`src/verilog/trace_module_consts.svh`:
```
`ifndef TRACE_MODULE_CONSTS_SVH
`define TRACE_MODULE_CONSTS_SVH

// ----------------------------------------
// Register offsets
// ----------------------------------------
`define OFS_COMPARATOR_A_HIGH 5'h00
`define OFS_COMPARATOR_A_LOW  5'h01
`define OFS_COMPARATOR_B_HIGH 5'h02
`define OFS_COMPARATOR_B_LOW  5'h03
`define OFS_TRACE_FIFO_HIGH   5'h04
`define OFS_TRACE_FIFO_LOW    5'h05
`define OFS_TRACE_CONTROL     5'h06
`define OFS_DEBUG_FORCE_RESET 5'h10

// ----------------------------------------
// Field positions
// ----------------------------------------
`define BIT_TRACE_MODULE_ENABLE 7
`define BIT_CAPTURE_ARMED       6
`define BIT_FORCE_RESET         0

// ----------------------------------------
// Reset and fixed values
// ----------------------------------------
`define RST_COMPARATOR       8'h00
`define RST_TRACE_CONTROL    8'h00
`define RST_BREAKPOINT       16'h0000
`define FORCE_RESET_READBACK 8'h00
`define ZERO_BYTE            8'h00

// ----------------------------------------
// Trace buffer shape
// ----------------------------------------
`define TRACE_FIFO_DEPTH 8
`define TRACE_FIFO_WIDTH 16

`endif

```
`src/verilog/trace_module_pkg.sv`:
```
package trace_module_pkg;

  typedef enum logic [1:0] {
    CMD_BREAKPOINT_READ  = 2'b00,
    CMD_BREAKPOINT_WRITE = 2'b01,
    CMD_BYTE_READ        = 2'b10,
    CMD_BYTE_WRITE       = 2'b11
  } serial_cmd_e;

  typedef struct packed {
    logic        rd;
    logic        wr;
    logic [4:0]  addr;
    logic [7:0]  wdata;
  } reg_access_s;

  typedef struct packed {
    logic        valid;
    serial_cmd_e cmd;
    logic [4:0]  addr;
    logic [15:0] data;
  } serial_request_s;

  typedef struct packed {
    logic        valid;
    logic [15:0] addr;
  } opcode_fetch_s;

  typedef struct packed {
    logic        valid;
    logic [15:0] data;
  } trace_store_s;

endpackage

```
`src/verilog/trace_fifo_ring.sv`:
```
`timescale 1ns/1ps
module trace_fifo_ring #(
  parameter int WIDTH = 16,
  parameter int DEPTH = 8
) (
  input  wire logic             i_mclk,
  input  wire logic             i_rst_b,
  input  wire logic             i_restart,
  input  wire logic             i_store,
  input  wire logic [WIDTH-1:0] i_store_data,
  input  wire logic             i_advance,
  input  wire logic [WIDTH-1:0] i_profile_data,
  output logic      [WIDTH-1:0] o_head,
  output logic                  o_filled
);

  localparam int PW = (DEPTH > 1) ? $clog2(DEPTH) : 1;
  localparam int CW = $clog2(DEPTH + 1);

  // ----------------------------------------
  // Storage and single ring pointer
  // ----------------------------------------
  // One pointer serves both sides: after a full capture it rests on the oldest
  // entry, and each profiling read overwrites the slot it just handed out.
  logic [WIDTH-1:0] mem [DEPTH];
  logic [PW-1:0]    ptr;
  logic [CW-1:0]    count;
  logic [PW-1:0]    next_ptr;
  logic             write_en;
  logic [WIDTH-1:0] write_data;
  logic             last_slot;

  assign last_slot  = (ptr == PW'(DEPTH - 1));
  assign next_ptr   = last_slot ? '0 : PW'(ptr + 1'b1);
  assign write_en   = i_store | i_advance;
  assign write_data = i_store ? i_store_data : i_profile_data;
  assign o_head     = mem[ptr];

  always_ff @(posedge i_mclk) begin
    if (write_en) begin
      mem[ptr] <= write_data;
    end
  end

  always_ff @(posedge i_mclk) begin
    if (!i_rst_b) begin
      ptr <= '0;
    end else if (write_en) begin
      ptr <= next_ptr;
    end
  end

  // ----------------------------------------
  // Fill count for a capture run
  // ----------------------------------------
  always_ff @(posedge i_mclk) begin
    if (!i_rst_b || i_restart) begin
      count    <= '0;
      o_filled <= 1'b0;
    end else begin
      o_filled <= i_store && (count == CW'(DEPTH - 1));
      if (i_store && count != CW'(DEPTH)) begin
        count <= CW'(count + 1'b1);
      end
    end
  end

endmodule

```
`src/verilog/debug_breakpoint_trace_regs.sv`:
```
`timescale 1ns/1ps
`include "trace_module_consts.svh"

// Function
// - Breakpoint address is 16 bits, reached only by serial breakpoint commands.
// - Breakpoint compare gated by enable bit, request type by force/tag select.
// - Force-reset register takes writes from serial byte-write only, never from CPU.
// - Force-reset register always reads back 0x00.
// - Host writing 1 to bit 0 of force-reset triggers full system reset.
// - Seven bytes of CPU-visible register space: comparators, FIFO, control.
// - Comparator bytes reset to 0x00, always readable, write-locked while armed.
// - FIFO high byte read-only; reads 0x00 in event-only modes.
// - Reading FIFO high byte never moves the FIFO.
// - Reading FIFO low byte advances to next word; writes do nothing.
// - Event-only capture stores just a byte per entry, upper half zero.
// - While armed, low-byte reads leave the FIFO where it is.
// - Unarmed low-byte read stores last fetched opcode address in last slot.
// - Ninth profiling read returns what the first read stored.
// - Control register readable and writable at all times.
// - Control bit 7 enables the module; cannot be set while device secure.
// - Armed bit set by software, cleared by run completion or writing zero.
module debug_breakpoint_trace_regs #(
  parameter int FIFO_DEPTH = `TRACE_FIFO_DEPTH,
  parameter int FIFO_WIDTH = `TRACE_FIFO_WIDTH
) (
  input  wire logic                             i_mclk,
  input  wire logic                             i_rst_b,
  input  wire trace_module_pkg::reg_access_s    i_cpu_access,
  input  wire trace_module_pkg::serial_request_s i_serial_req,
  input  wire trace_module_pkg::opcode_fetch_s  i_fetch,
  input  wire trace_module_pkg::trace_store_s   i_trace_store,
  input  wire logic                             i_event_only,
  input  wire logic                             i_run_done,
  input  wire logic                             i_mcu_secure,
  input  wire logic                             i_breakpoint_enable_bit,
  input  wire logic                             i_force_tag_select,
  output logic      [7:0]                       o_cpu_rdata,
  output logic      [15:0]                      o_serial_rdata,
  output logic                                  o_serial_done,
  output logic                                  o_force_reset,
  output logic                                  o_break_request,
  output logic                                  o_break_tag,
  output logic      [15:0]                      o_comparator_a,
  output logic      [15:0]                      o_comparator_b,
  output logic      [7:0]                       o_trace_control
);

  // ----------------------------------------
  // State
  // ----------------------------------------
  logic [15:0] breakpoint_match_address;
  logic [7:0]  comparator_a_high;
  logic [7:0]  comparator_a_low;
  logic [7:0]  comparator_b_high;
  logic [7:0]  comparator_b_low;
  logic [7:0]  trace_control;
  logic [15:0] last_opcode_addr;
  logic [7:0]  next_trace_control;

  // ----------------------------------------
  // Serial command decode
  // ----------------------------------------
  logic serial_bkpt_read;
  logic serial_bkpt_write;
  logic serial_byte_read;
  logic serial_byte_write;
  logic serial_mem;

  assign serial_bkpt_read  = i_serial_req.valid &&
                             (i_serial_req.cmd == trace_module_pkg::CMD_BREAKPOINT_READ);
  assign serial_bkpt_write = i_serial_req.valid &&
                             (i_serial_req.cmd == trace_module_pkg::CMD_BREAKPOINT_WRITE);
  assign serial_byte_read  = i_serial_req.valid &&
                             (i_serial_req.cmd == trace_module_pkg::CMD_BYTE_READ);
  assign serial_byte_write = i_serial_req.valid &&
                             (i_serial_req.cmd == trace_module_pkg::CMD_BYTE_WRITE);
  assign serial_mem        = serial_byte_read | serial_byte_write;

  // ----------------------------------------
  // Shared register access
  // ----------------------------------------
  // A serial memory access takes the register port for its cycle; the CPU
  // access in that same cycle is dropped rather than queued.
  logic       acc_rd;
  logic       acc_wr;
  logic [4:0] acc_addr;
  logic [7:0] acc_wdata;
  logic       cpu_rd;

  assign acc_rd    = serial_mem ? serial_byte_read  : i_cpu_access.rd;
  assign acc_wr    = serial_mem ? serial_byte_write : i_cpu_access.wr;
  assign acc_addr  = serial_mem ? i_serial_req.addr : i_cpu_access.addr;
  assign acc_wdata = serial_mem ? i_serial_req.data[7:0] : i_cpu_access.wdata;
  assign cpu_rd    = !serial_mem && i_cpu_access.rd;

  // ----------------------------------------
  // Address decode
  // ----------------------------------------
  logic hit_ca_high;
  logic hit_ca_low;
  logic hit_cb_high;
  logic hit_cb_low;
  logic hit_fifo_high;
  logic hit_fifo_low;
  logic hit_control;
  logic hit_force_reset;

  assign hit_ca_high     = (acc_addr == `OFS_COMPARATOR_A_HIGH);
  assign hit_ca_low      = (acc_addr == `OFS_COMPARATOR_A_LOW);
  assign hit_cb_high     = (acc_addr == `OFS_COMPARATOR_B_HIGH);
  assign hit_cb_low      = (acc_addr == `OFS_COMPARATOR_B_LOW);
  assign hit_fifo_high   = (acc_addr == `OFS_TRACE_FIFO_HIGH);
  assign hit_fifo_low    = (acc_addr == `OFS_TRACE_FIFO_LOW);
  assign hit_control     = (acc_addr == `OFS_TRACE_CONTROL);
  assign hit_force_reset = (acc_addr == `OFS_DEBUG_FORCE_RESET);

  // ----------------------------------------
  // Control and capture state
  // ----------------------------------------
  logic capture_armed;
  logic trace_module_enable;
  logic comparator_write_ok;
  logic control_write;
  logic new_enable;
  logic new_armed;
  logic arm_start;
  logic fifo_filled;
  logic run_complete;

  assign capture_armed       = trace_control[`BIT_CAPTURE_ARMED];
  assign trace_module_enable = trace_control[`BIT_TRACE_MODULE_ENABLE];
  assign comparator_write_ok = acc_wr && !capture_armed;
  assign control_write       = acc_wr && hit_control;
  assign new_enable          = acc_wdata[`BIT_TRACE_MODULE_ENABLE] && !i_mcu_secure;
  // Arming needs the module enabled, otherwise no store could ever fill the FIFO
  assign new_armed           = acc_wdata[`BIT_CAPTURE_ARMED] && new_enable;
  assign arm_start           = control_write && new_armed && !capture_armed;
  assign run_complete        = capture_armed && (fifo_filled || i_run_done);

  always_comb begin
    next_trace_control = trace_control;
    if (run_complete) begin
      next_trace_control[`BIT_CAPTURE_ARMED] = 1'b0;
    end
    // A software write in the completion cycle wins, so a re-arm is not lost
    if (control_write) begin
      next_trace_control = acc_wdata;
      next_trace_control[`BIT_TRACE_MODULE_ENABLE] = new_enable;
      next_trace_control[`BIT_CAPTURE_ARMED]       = new_armed;
    end
  end

  always_ff @(posedge i_mclk) begin
    if (!i_rst_b) begin
      trace_control <= `RST_TRACE_CONTROL;
    end else begin
      trace_control <= next_trace_control;
    end
  end

  // ----------------------------------------
  // Comparator registers
  // ----------------------------------------
  always_ff @(posedge i_mclk) begin
    if (!i_rst_b) begin
      comparator_a_high <= `RST_COMPARATOR;
      comparator_a_low  <= `RST_COMPARATOR;
      comparator_b_high <= `RST_COMPARATOR;
      comparator_b_low  <= `RST_COMPARATOR;
    end else if (comparator_write_ok) begin
      if (hit_ca_high) begin
        comparator_a_high <= acc_wdata;
      end
      if (hit_ca_low) begin
        comparator_a_low <= acc_wdata;
      end
      if (hit_cb_high) begin
        comparator_b_high <= acc_wdata;
      end
      if (hit_cb_low) begin
        comparator_b_low <= acc_wdata;
      end
    end
  end

  // ----------------------------------------
  // Trace FIFO
  // ----------------------------------------
  logic                  fifo_store;
  logic                  fifo_advance;
  logic [FIFO_WIDTH-1:0] fifo_store_data;
  logic [FIFO_WIDTH-1:0] fifo_head;
  logic [7:0]            fifo_high_view;

  assign fifo_store      = capture_armed && trace_module_enable && i_trace_store.valid;
  assign fifo_store_data = i_event_only ? {`ZERO_BYTE, i_trace_store.data[7:0]}
                                        : i_trace_store.data;
  // High-byte reads and CPU writes never reach the pointer
  assign fifo_advance    = acc_rd && hit_fifo_low && !capture_armed;
  assign fifo_high_view  = i_event_only ? `ZERO_BYTE : fifo_head[15:8];

  always_ff @(posedge i_mclk) begin
    if (!i_rst_b) begin
      last_opcode_addr <= `RST_BREAKPOINT;
    end else if (i_fetch.valid) begin
      last_opcode_addr <= i_fetch.addr;
    end
  end

  // Profiling overwrites the slot it hands out, so after eight reads the
  // ring wraps to the first stored address
  trace_fifo_ring #(
    .WIDTH(FIFO_WIDTH),
    .DEPTH(FIFO_DEPTH)
  ) u_trace_fifo_ring (
    .i_mclk         (i_mclk),
    .i_rst_b        (i_rst_b),
    .i_restart      (arm_start),
    .i_store        (fifo_store),
    .i_store_data   (fifo_store_data),
    .i_advance      (fifo_advance),
    .i_profile_data (last_opcode_addr),
    .o_head         (fifo_head),
    .o_filled       (fifo_filled)
  );

  // ----------------------------------------
  // Read mux
  // ----------------------------------------
  // Offsets outside the map, including the unused trigger slots, read zero
  logic [7:0] read_mux;

  assign read_mux = hit_ca_high     ? comparator_a_high :
                    hit_ca_low      ? comparator_a_low :
                    hit_cb_high     ? comparator_b_high :
                    hit_cb_low      ? comparator_b_low :
                    hit_fifo_high   ? fifo_high_view :
                    hit_fifo_low    ? fifo_head[7:0] :
                    hit_control     ? trace_control :
                    hit_force_reset ? `FORCE_RESET_READBACK :
                                      `ZERO_BYTE;

  always_ff @(posedge i_mclk) begin
    if (!i_rst_b) begin
      o_cpu_rdata <= `ZERO_BYTE;
    end else if (cpu_rd) begin
      o_cpu_rdata <= read_mux;
    end
  end

  // ----------------------------------------
  // Force reset
  // ----------------------------------------
  // Only the serial byte-write path can reach this bit; a CPU write to the
  // same offset is simply dropped
  logic force_reset_hit;

  assign force_reset_hit = serial_byte_write && hit_force_reset &&
                           i_serial_req.data[`BIT_FORCE_RESET];

  always_ff @(posedge i_mclk) begin
    if (!i_rst_b) begin
      o_force_reset <= 1'b0;
    end else begin
      o_force_reset <= force_reset_hit;
    end
  end

  // ----------------------------------------
  // Breakpoint register and serial answers
  // ----------------------------------------
  always_ff @(posedge i_mclk) begin
    if (!i_rst_b) begin
      breakpoint_match_address <= `RST_BREAKPOINT;
    end else if (serial_bkpt_write) begin
      breakpoint_match_address <= i_serial_req.data;
    end
  end

  always_ff @(posedge i_mclk) begin
    if (!i_rst_b) begin
      o_serial_rdata <= `RST_BREAKPOINT;
      o_serial_done  <= 1'b0;
    end else begin
      o_serial_done <= i_serial_req.valid;
      if (serial_bkpt_read) begin
        o_serial_rdata <= breakpoint_match_address;
      end else if (serial_byte_read) begin
        o_serial_rdata <= {`ZERO_BYTE, read_mux};
      end
    end
  end

  // ----------------------------------------
  // Breakpoint compare
  // ----------------------------------------
  logic breakpoint_hit;

  assign breakpoint_hit = i_breakpoint_enable_bit && i_fetch.valid &&
                          (i_fetch.addr == breakpoint_match_address);

  always_ff @(posedge i_mclk) begin
    if (!i_rst_b) begin
      o_break_request <= 1'b0;
      o_break_tag     <= 1'b0;
    end else begin
      o_break_request <= breakpoint_hit;
      o_break_tag     <= i_force_tag_select;
    end
  end

  // ----------------------------------------
  // Outputs straight from state
  // ----------------------------------------
  assign o_comparator_a  = {comparator_a_high, comparator_a_low};
  assign o_comparator_b  = {comparator_b_high, comparator_b_low};
  assign o_trace_control = trace_control;

endmodule

```
`config.mk`:
```
export PLATFORM = sky130hd
export DESIGN_NAME = debug_breakpoint_trace_regs
export DESIGN_NICKNAME = d
export VERILOG_FILES = /design/src/verilog/trace_module_pkg.sv /design/src/verilog/trace_fifo_ring.sv /design/src/verilog/debug_breakpoint_trace_regs.sv
export VERILOG_INCLUDE_DIRS = /design/src /design/src/verilog
export SDC_FILE = /design/constraint.sdc
export NUM_CORES = 1
export LEC_CHECK = 0
export BUFFER_PORTS_ARGS = -buffer_cell sky130_fd_sc_hd__buf_2
export CAP_MARGIN = 0
export CORE_ASPECT_RATIO = 1.2
export CORE_MARGIN = 1
export CORE_UTILIZATION = 45
export DETAILED_ROUTE_END_ITERATION = 10
export GPL_ROUTABILITY_DRIVEN = 0
export PLACE_DENSITY = 0.65
export SLEW_MARGIN = 20
export SYNTH_ARGS = -nofsm -noshare
export SYNTH_HDL_FRONTEND = slang
export SYNTH_HIERARCHICAL = 1
export SYNTH_SLANG_ARGS = --single-unit
```
`constraint.sdc`:
```
create_clock -name i_mclk -period 8.9 [get_ports i_mclk]
set_clock_uncertainty 0.2 [all_clocks]
set_input_delay 1.78 -clock i_mclk [delete_from_list [all_inputs] [get_ports i_mclk]]
set_output_delay 1.78 -clock i_mclk [all_outputs]
set_load 0.02 [all_outputs]
```
==> impl_metrics.yaml <==
critical_path:
  critPathLaunch: "i_serial_req[22]"
  cpPeakStageDelay_ps: 630
  reg2reg_slack_ps: 5980
  worst-path-buf-inv: 2
  cp-end-kind: "flip-flop"
  r2r_cells: 7
  worstSetupPathType: "in2reg"
  worstReg2RegEnd: "o_cpu_rdata[7]$_SDFFE_PN0P_"
  cp.depth: 8
  cp.arrival_ps: 4520
  critPathLaunchType: "input pin"
  required_ps: 8910
  worst-path-max-fanout: 24
  cp_top_family: "simple AND/OR/NAND/NOR gates"
  path_cells: "buf_2, and2_1, o21ai_2, o21ai_0, nor3_1, nor2_1, nor4_2, buf_4"
  critPathCapture: "u_trace_fifo_ring/mem[0][6]$_DFFE_PP_"
  cp_slowest_cell: "o21ai_2"
layout:
  area_delta_synth_final_pct: 16.6
  final_common_cell: "buf_2"
  mostFrequentLayoutCells: "buf_2 (147), edfxtp_1 (128), dfxtp_1 (111)"
  fin_nets: 1039
  drive_above_1_share_pct: 26.4
  final_cells: 1253
  fillCellCount: 1947
  antenna-diode-count: 0
sta:
  final-max-slew-violation-count: 0
  timing.fmax_ghz: 0.222
  worstMarginPinSlew_ps: 1060
  period_minus_slack_ps: 4500
  tns_ps: 0
  hold_viol: 0
  rsz0062_at_grt: "no"
  relSlewSlack_pct: 28.9
  post-route-period-util_pct: 50.6
  setup_violations: 0
clock_tree:
  clock-root-buffer: "clkbuf_16"
  cts_resized: 0
  clock_latency_ps: 540
  cts_sinks: 239
  tritoncts: "built"
  clockBufferDepth: 3
  postCtsHoldBufs: 0
  h-tree-depth: 1
  clk_pin_slew_ps: 60
  cts_buffers: 25
  postCtsSetupBuffers: 0
global_routing:
  grt-ovfl-total: 0
  grt_pass1_wl_um: 39400
  antenna_found_initial: 0
  first_global_vias: 6688
  busiest_layer: "met2"
  grt_max_degree: 82
  grt_use_met3_pct: 3.38
  grt_util_all_layers_pct: 22.2
  gr-usage-met2_pct: 38.0
  use_met1_pct: 29.2
flow_run:
  cap_viol_max_count: 0
floorplanning:
  ios: 148
  initial_core_util_pct: 46.0
  design.die.area_um2: 23500
  die_w_um: 140
  coreArea_um2: 22400
  fp.dieH_um: 168
  std_cell_rows: 60
route:
  dr.pass1.iters: 5
  avgRoutedWirePerCell_um: 21.1
  drc: 0
  wl_um: 26500
  route.vias.total: 7088
  ant_nets: 0
  drt_iter0_drc: 534
  vias_per_cell: 5.66
place:
  place_inst: 1207
  dp_hpwl_um: 18700
  numPortBuffers: 147
power_and_ir_drop:
  switching_share_pct: 23.2
  fin_total_pwr_uw: 2320
  peakVddDrop_uv: 170
  p_sw_uw: 539
  power.density_nw_per_um2: 193
  seq_power_share_pct: 51.1
  p_comb_share_pct: 6.2
  leakage_uw: 0.00440
  p_int_uw: 1780
  pwr-share-clk_pct: 42.7
logic_synthesis:
  synth-edff-count: 128
  syn_area_per_cell_um2: 12.6
  synth_cells: 821
  synthArstFlopShare_pct: 0
  synth.top_cell.area_share_pct: 37.2
  synth-seq-cells: 239
  ys_warn_count: 6
  ys.flop_type: "edfxtp_1"
  synth_cell_type_count: 56
  synth_area_um2: 10300
  synth_area_leaders: "edfxtp_1 (37%), dfxtp_1 (22%), mux4_1 (7.1%)"
  syn-num-nets: 905
  yosysTopAreaCell: "edfxtp_1"
  yosysSeqAreaShare_pct: 58.8
worst_hold_path:
  hp-class: "reg2reg"
  min_delay_path_depth: 2
outcome:
  outcome: "complete, no violations"
## worst min-delay path by stage
| stage | slack (ps) | from | to |
|---|---|---|---|
| floorplan | 260 | breakpoint_match_address[11]$_SDFFE_PN0P_ | breakpoint_match_address[11]$_SDFFE_PN0P_ |
| global placement | 270 | o_serial_rdata[14]$_SDFFE_PN0P_ | o_serial_rdata[14]$_SDFFE_PN0P_ |
| detailed placement | 270 | o_serial_rdata[14]$_SDFFE_PN0P_ | o_serial_rdata[14]$_SDFFE_PN0P_ |
| CTS | 280 | breakpoint_match_address[10]$_SDFFE_PN0P_ | breakpoint_match_address[10]$_SDFFE_PN0P_ |
| global route | 320 | u_trace_fifo_ring/count[3]$_SDFFE_PP0P_ | u_trace_fifo_ring/o_filled$_SDFF_PP0_ |
| finish | 280 | o_serial_rdata[14]$_SDFFE_PN0P_ | o_serial_rdata[14]$_SDFFE_PN0P_ |
## per-layer routing
layer	up-vias	wire length [um]	share of wire [%]
met2	251	13100	49
met1	3424	11200	43
li1	3373	-	-
met4	0	608	2.3
met5	-	0	0
met3	40	1510	5.7
## cell usage after synthesis, types with 4 or more instances
cell and instances:
dfxtp_1 111, o21ai_0 37, edfxtp_1 128, xor2_1 4
nand2b_1 13, buf_6 8, inv_1 11, o221ai_1 8
a21oi_1 45, buf_1 6, nor3b_1 10, clkbuf_1 25
mux2_2 34, or3_1 4, mux4_1 28, a22oi_1 17
mux4_2 4, a21boi_0 4, nor3_1 6, nor2_1 75
nor2b_1 9, nand4_1 6, buf_2 8, a31oi_1 7
nand2_1 78, mux2i_1 29, a32oi_1 7, ha_1 4
and2_1 4, a211oi_1 37, xnor2_1 13
## stage by stage
stage / util, % / setup WS (ps) / instance area [um^2] / hold slack (ps)
6_report: 53.6 / 4400 / 12000 / 284
5_1_grt: 53.6 / 4140 / 12000 / 321
4_1_cts: 53.6 / 4430 / 12000 / 284
3_5_place_dp: 50.1 / 3890 / 11200 / 274
3_3_place_gp: 50.1 / 3960 / 11200 / 266
2_1_floorplan: - / 3520 / 10300 / 256
## worst min-delay path, cell delays in order, from the launching register on
cell     delay, ps
dfxtp_1        320
a21oi_1         60
nor2_1          70
## power groups by stage
stage	combinational [uW]	clock (uW)	sequential, uW
floorplan	79.4	0	1210
global placement	141	0	1210
detailed placement	143	0	1210
CTS	143	1010	1190
global route	155	1050	1190
finish	144	992	1190
## kinds of logic after synthesis
group | Yosys count | share of synthesized area [%]
XOR/XNOR | 17 | 1.44
flip-flops | 239 | 58.8
adder cells (fa/ha/maj) | 4 | 0.485
multiplexers | 95 | 14.5
buffers and inverters | 64 | 3.13
AO/OA/AOI/OAI | 172 | 10.9
AND/OR/NAND/NOR | 230 | 10.7
## area by class of cell
| class | instances | area, um^2 | area share (%) |
|---|---|---|---|
| inverters | 13 | 48.8 | 0.406 |
| repair buffers | 158 | 818 | 6.80 |
| well taps | 279 | 349 | 2.90 |
| multi-input cells | 518 | 3960 | 32.9 |
| clock buffers | 29 | 651 | 5.41 |
| flip-flops and latches | 239 | 6070 | 50.4 |
| clock inverters | 17 | 136 | 1.13 |
## registers in the layout (all words and copies together), names as in the netlist, named ones only
register	cells
o_break_tag	1
o_trace_control	8
last_opcode_addr	16
o_serial_done	1
comparator_a_low	8
comparator_b_high	8
u_trace_fifo_ring/ptr	3
o_break_request	1
u_trace_fifo_ring/count	4
breakpoint_match_address	16
comparator_a_high	8
u_trace_fifo_ring/o_filled	1
o_force_reset	1
u_trace_fifo_ring/mem	128
comparator_b_low	8
o_serial_rdata	16
o_cpu_rdata	8
Note: power is estimated with default switching activity, not from simulation.
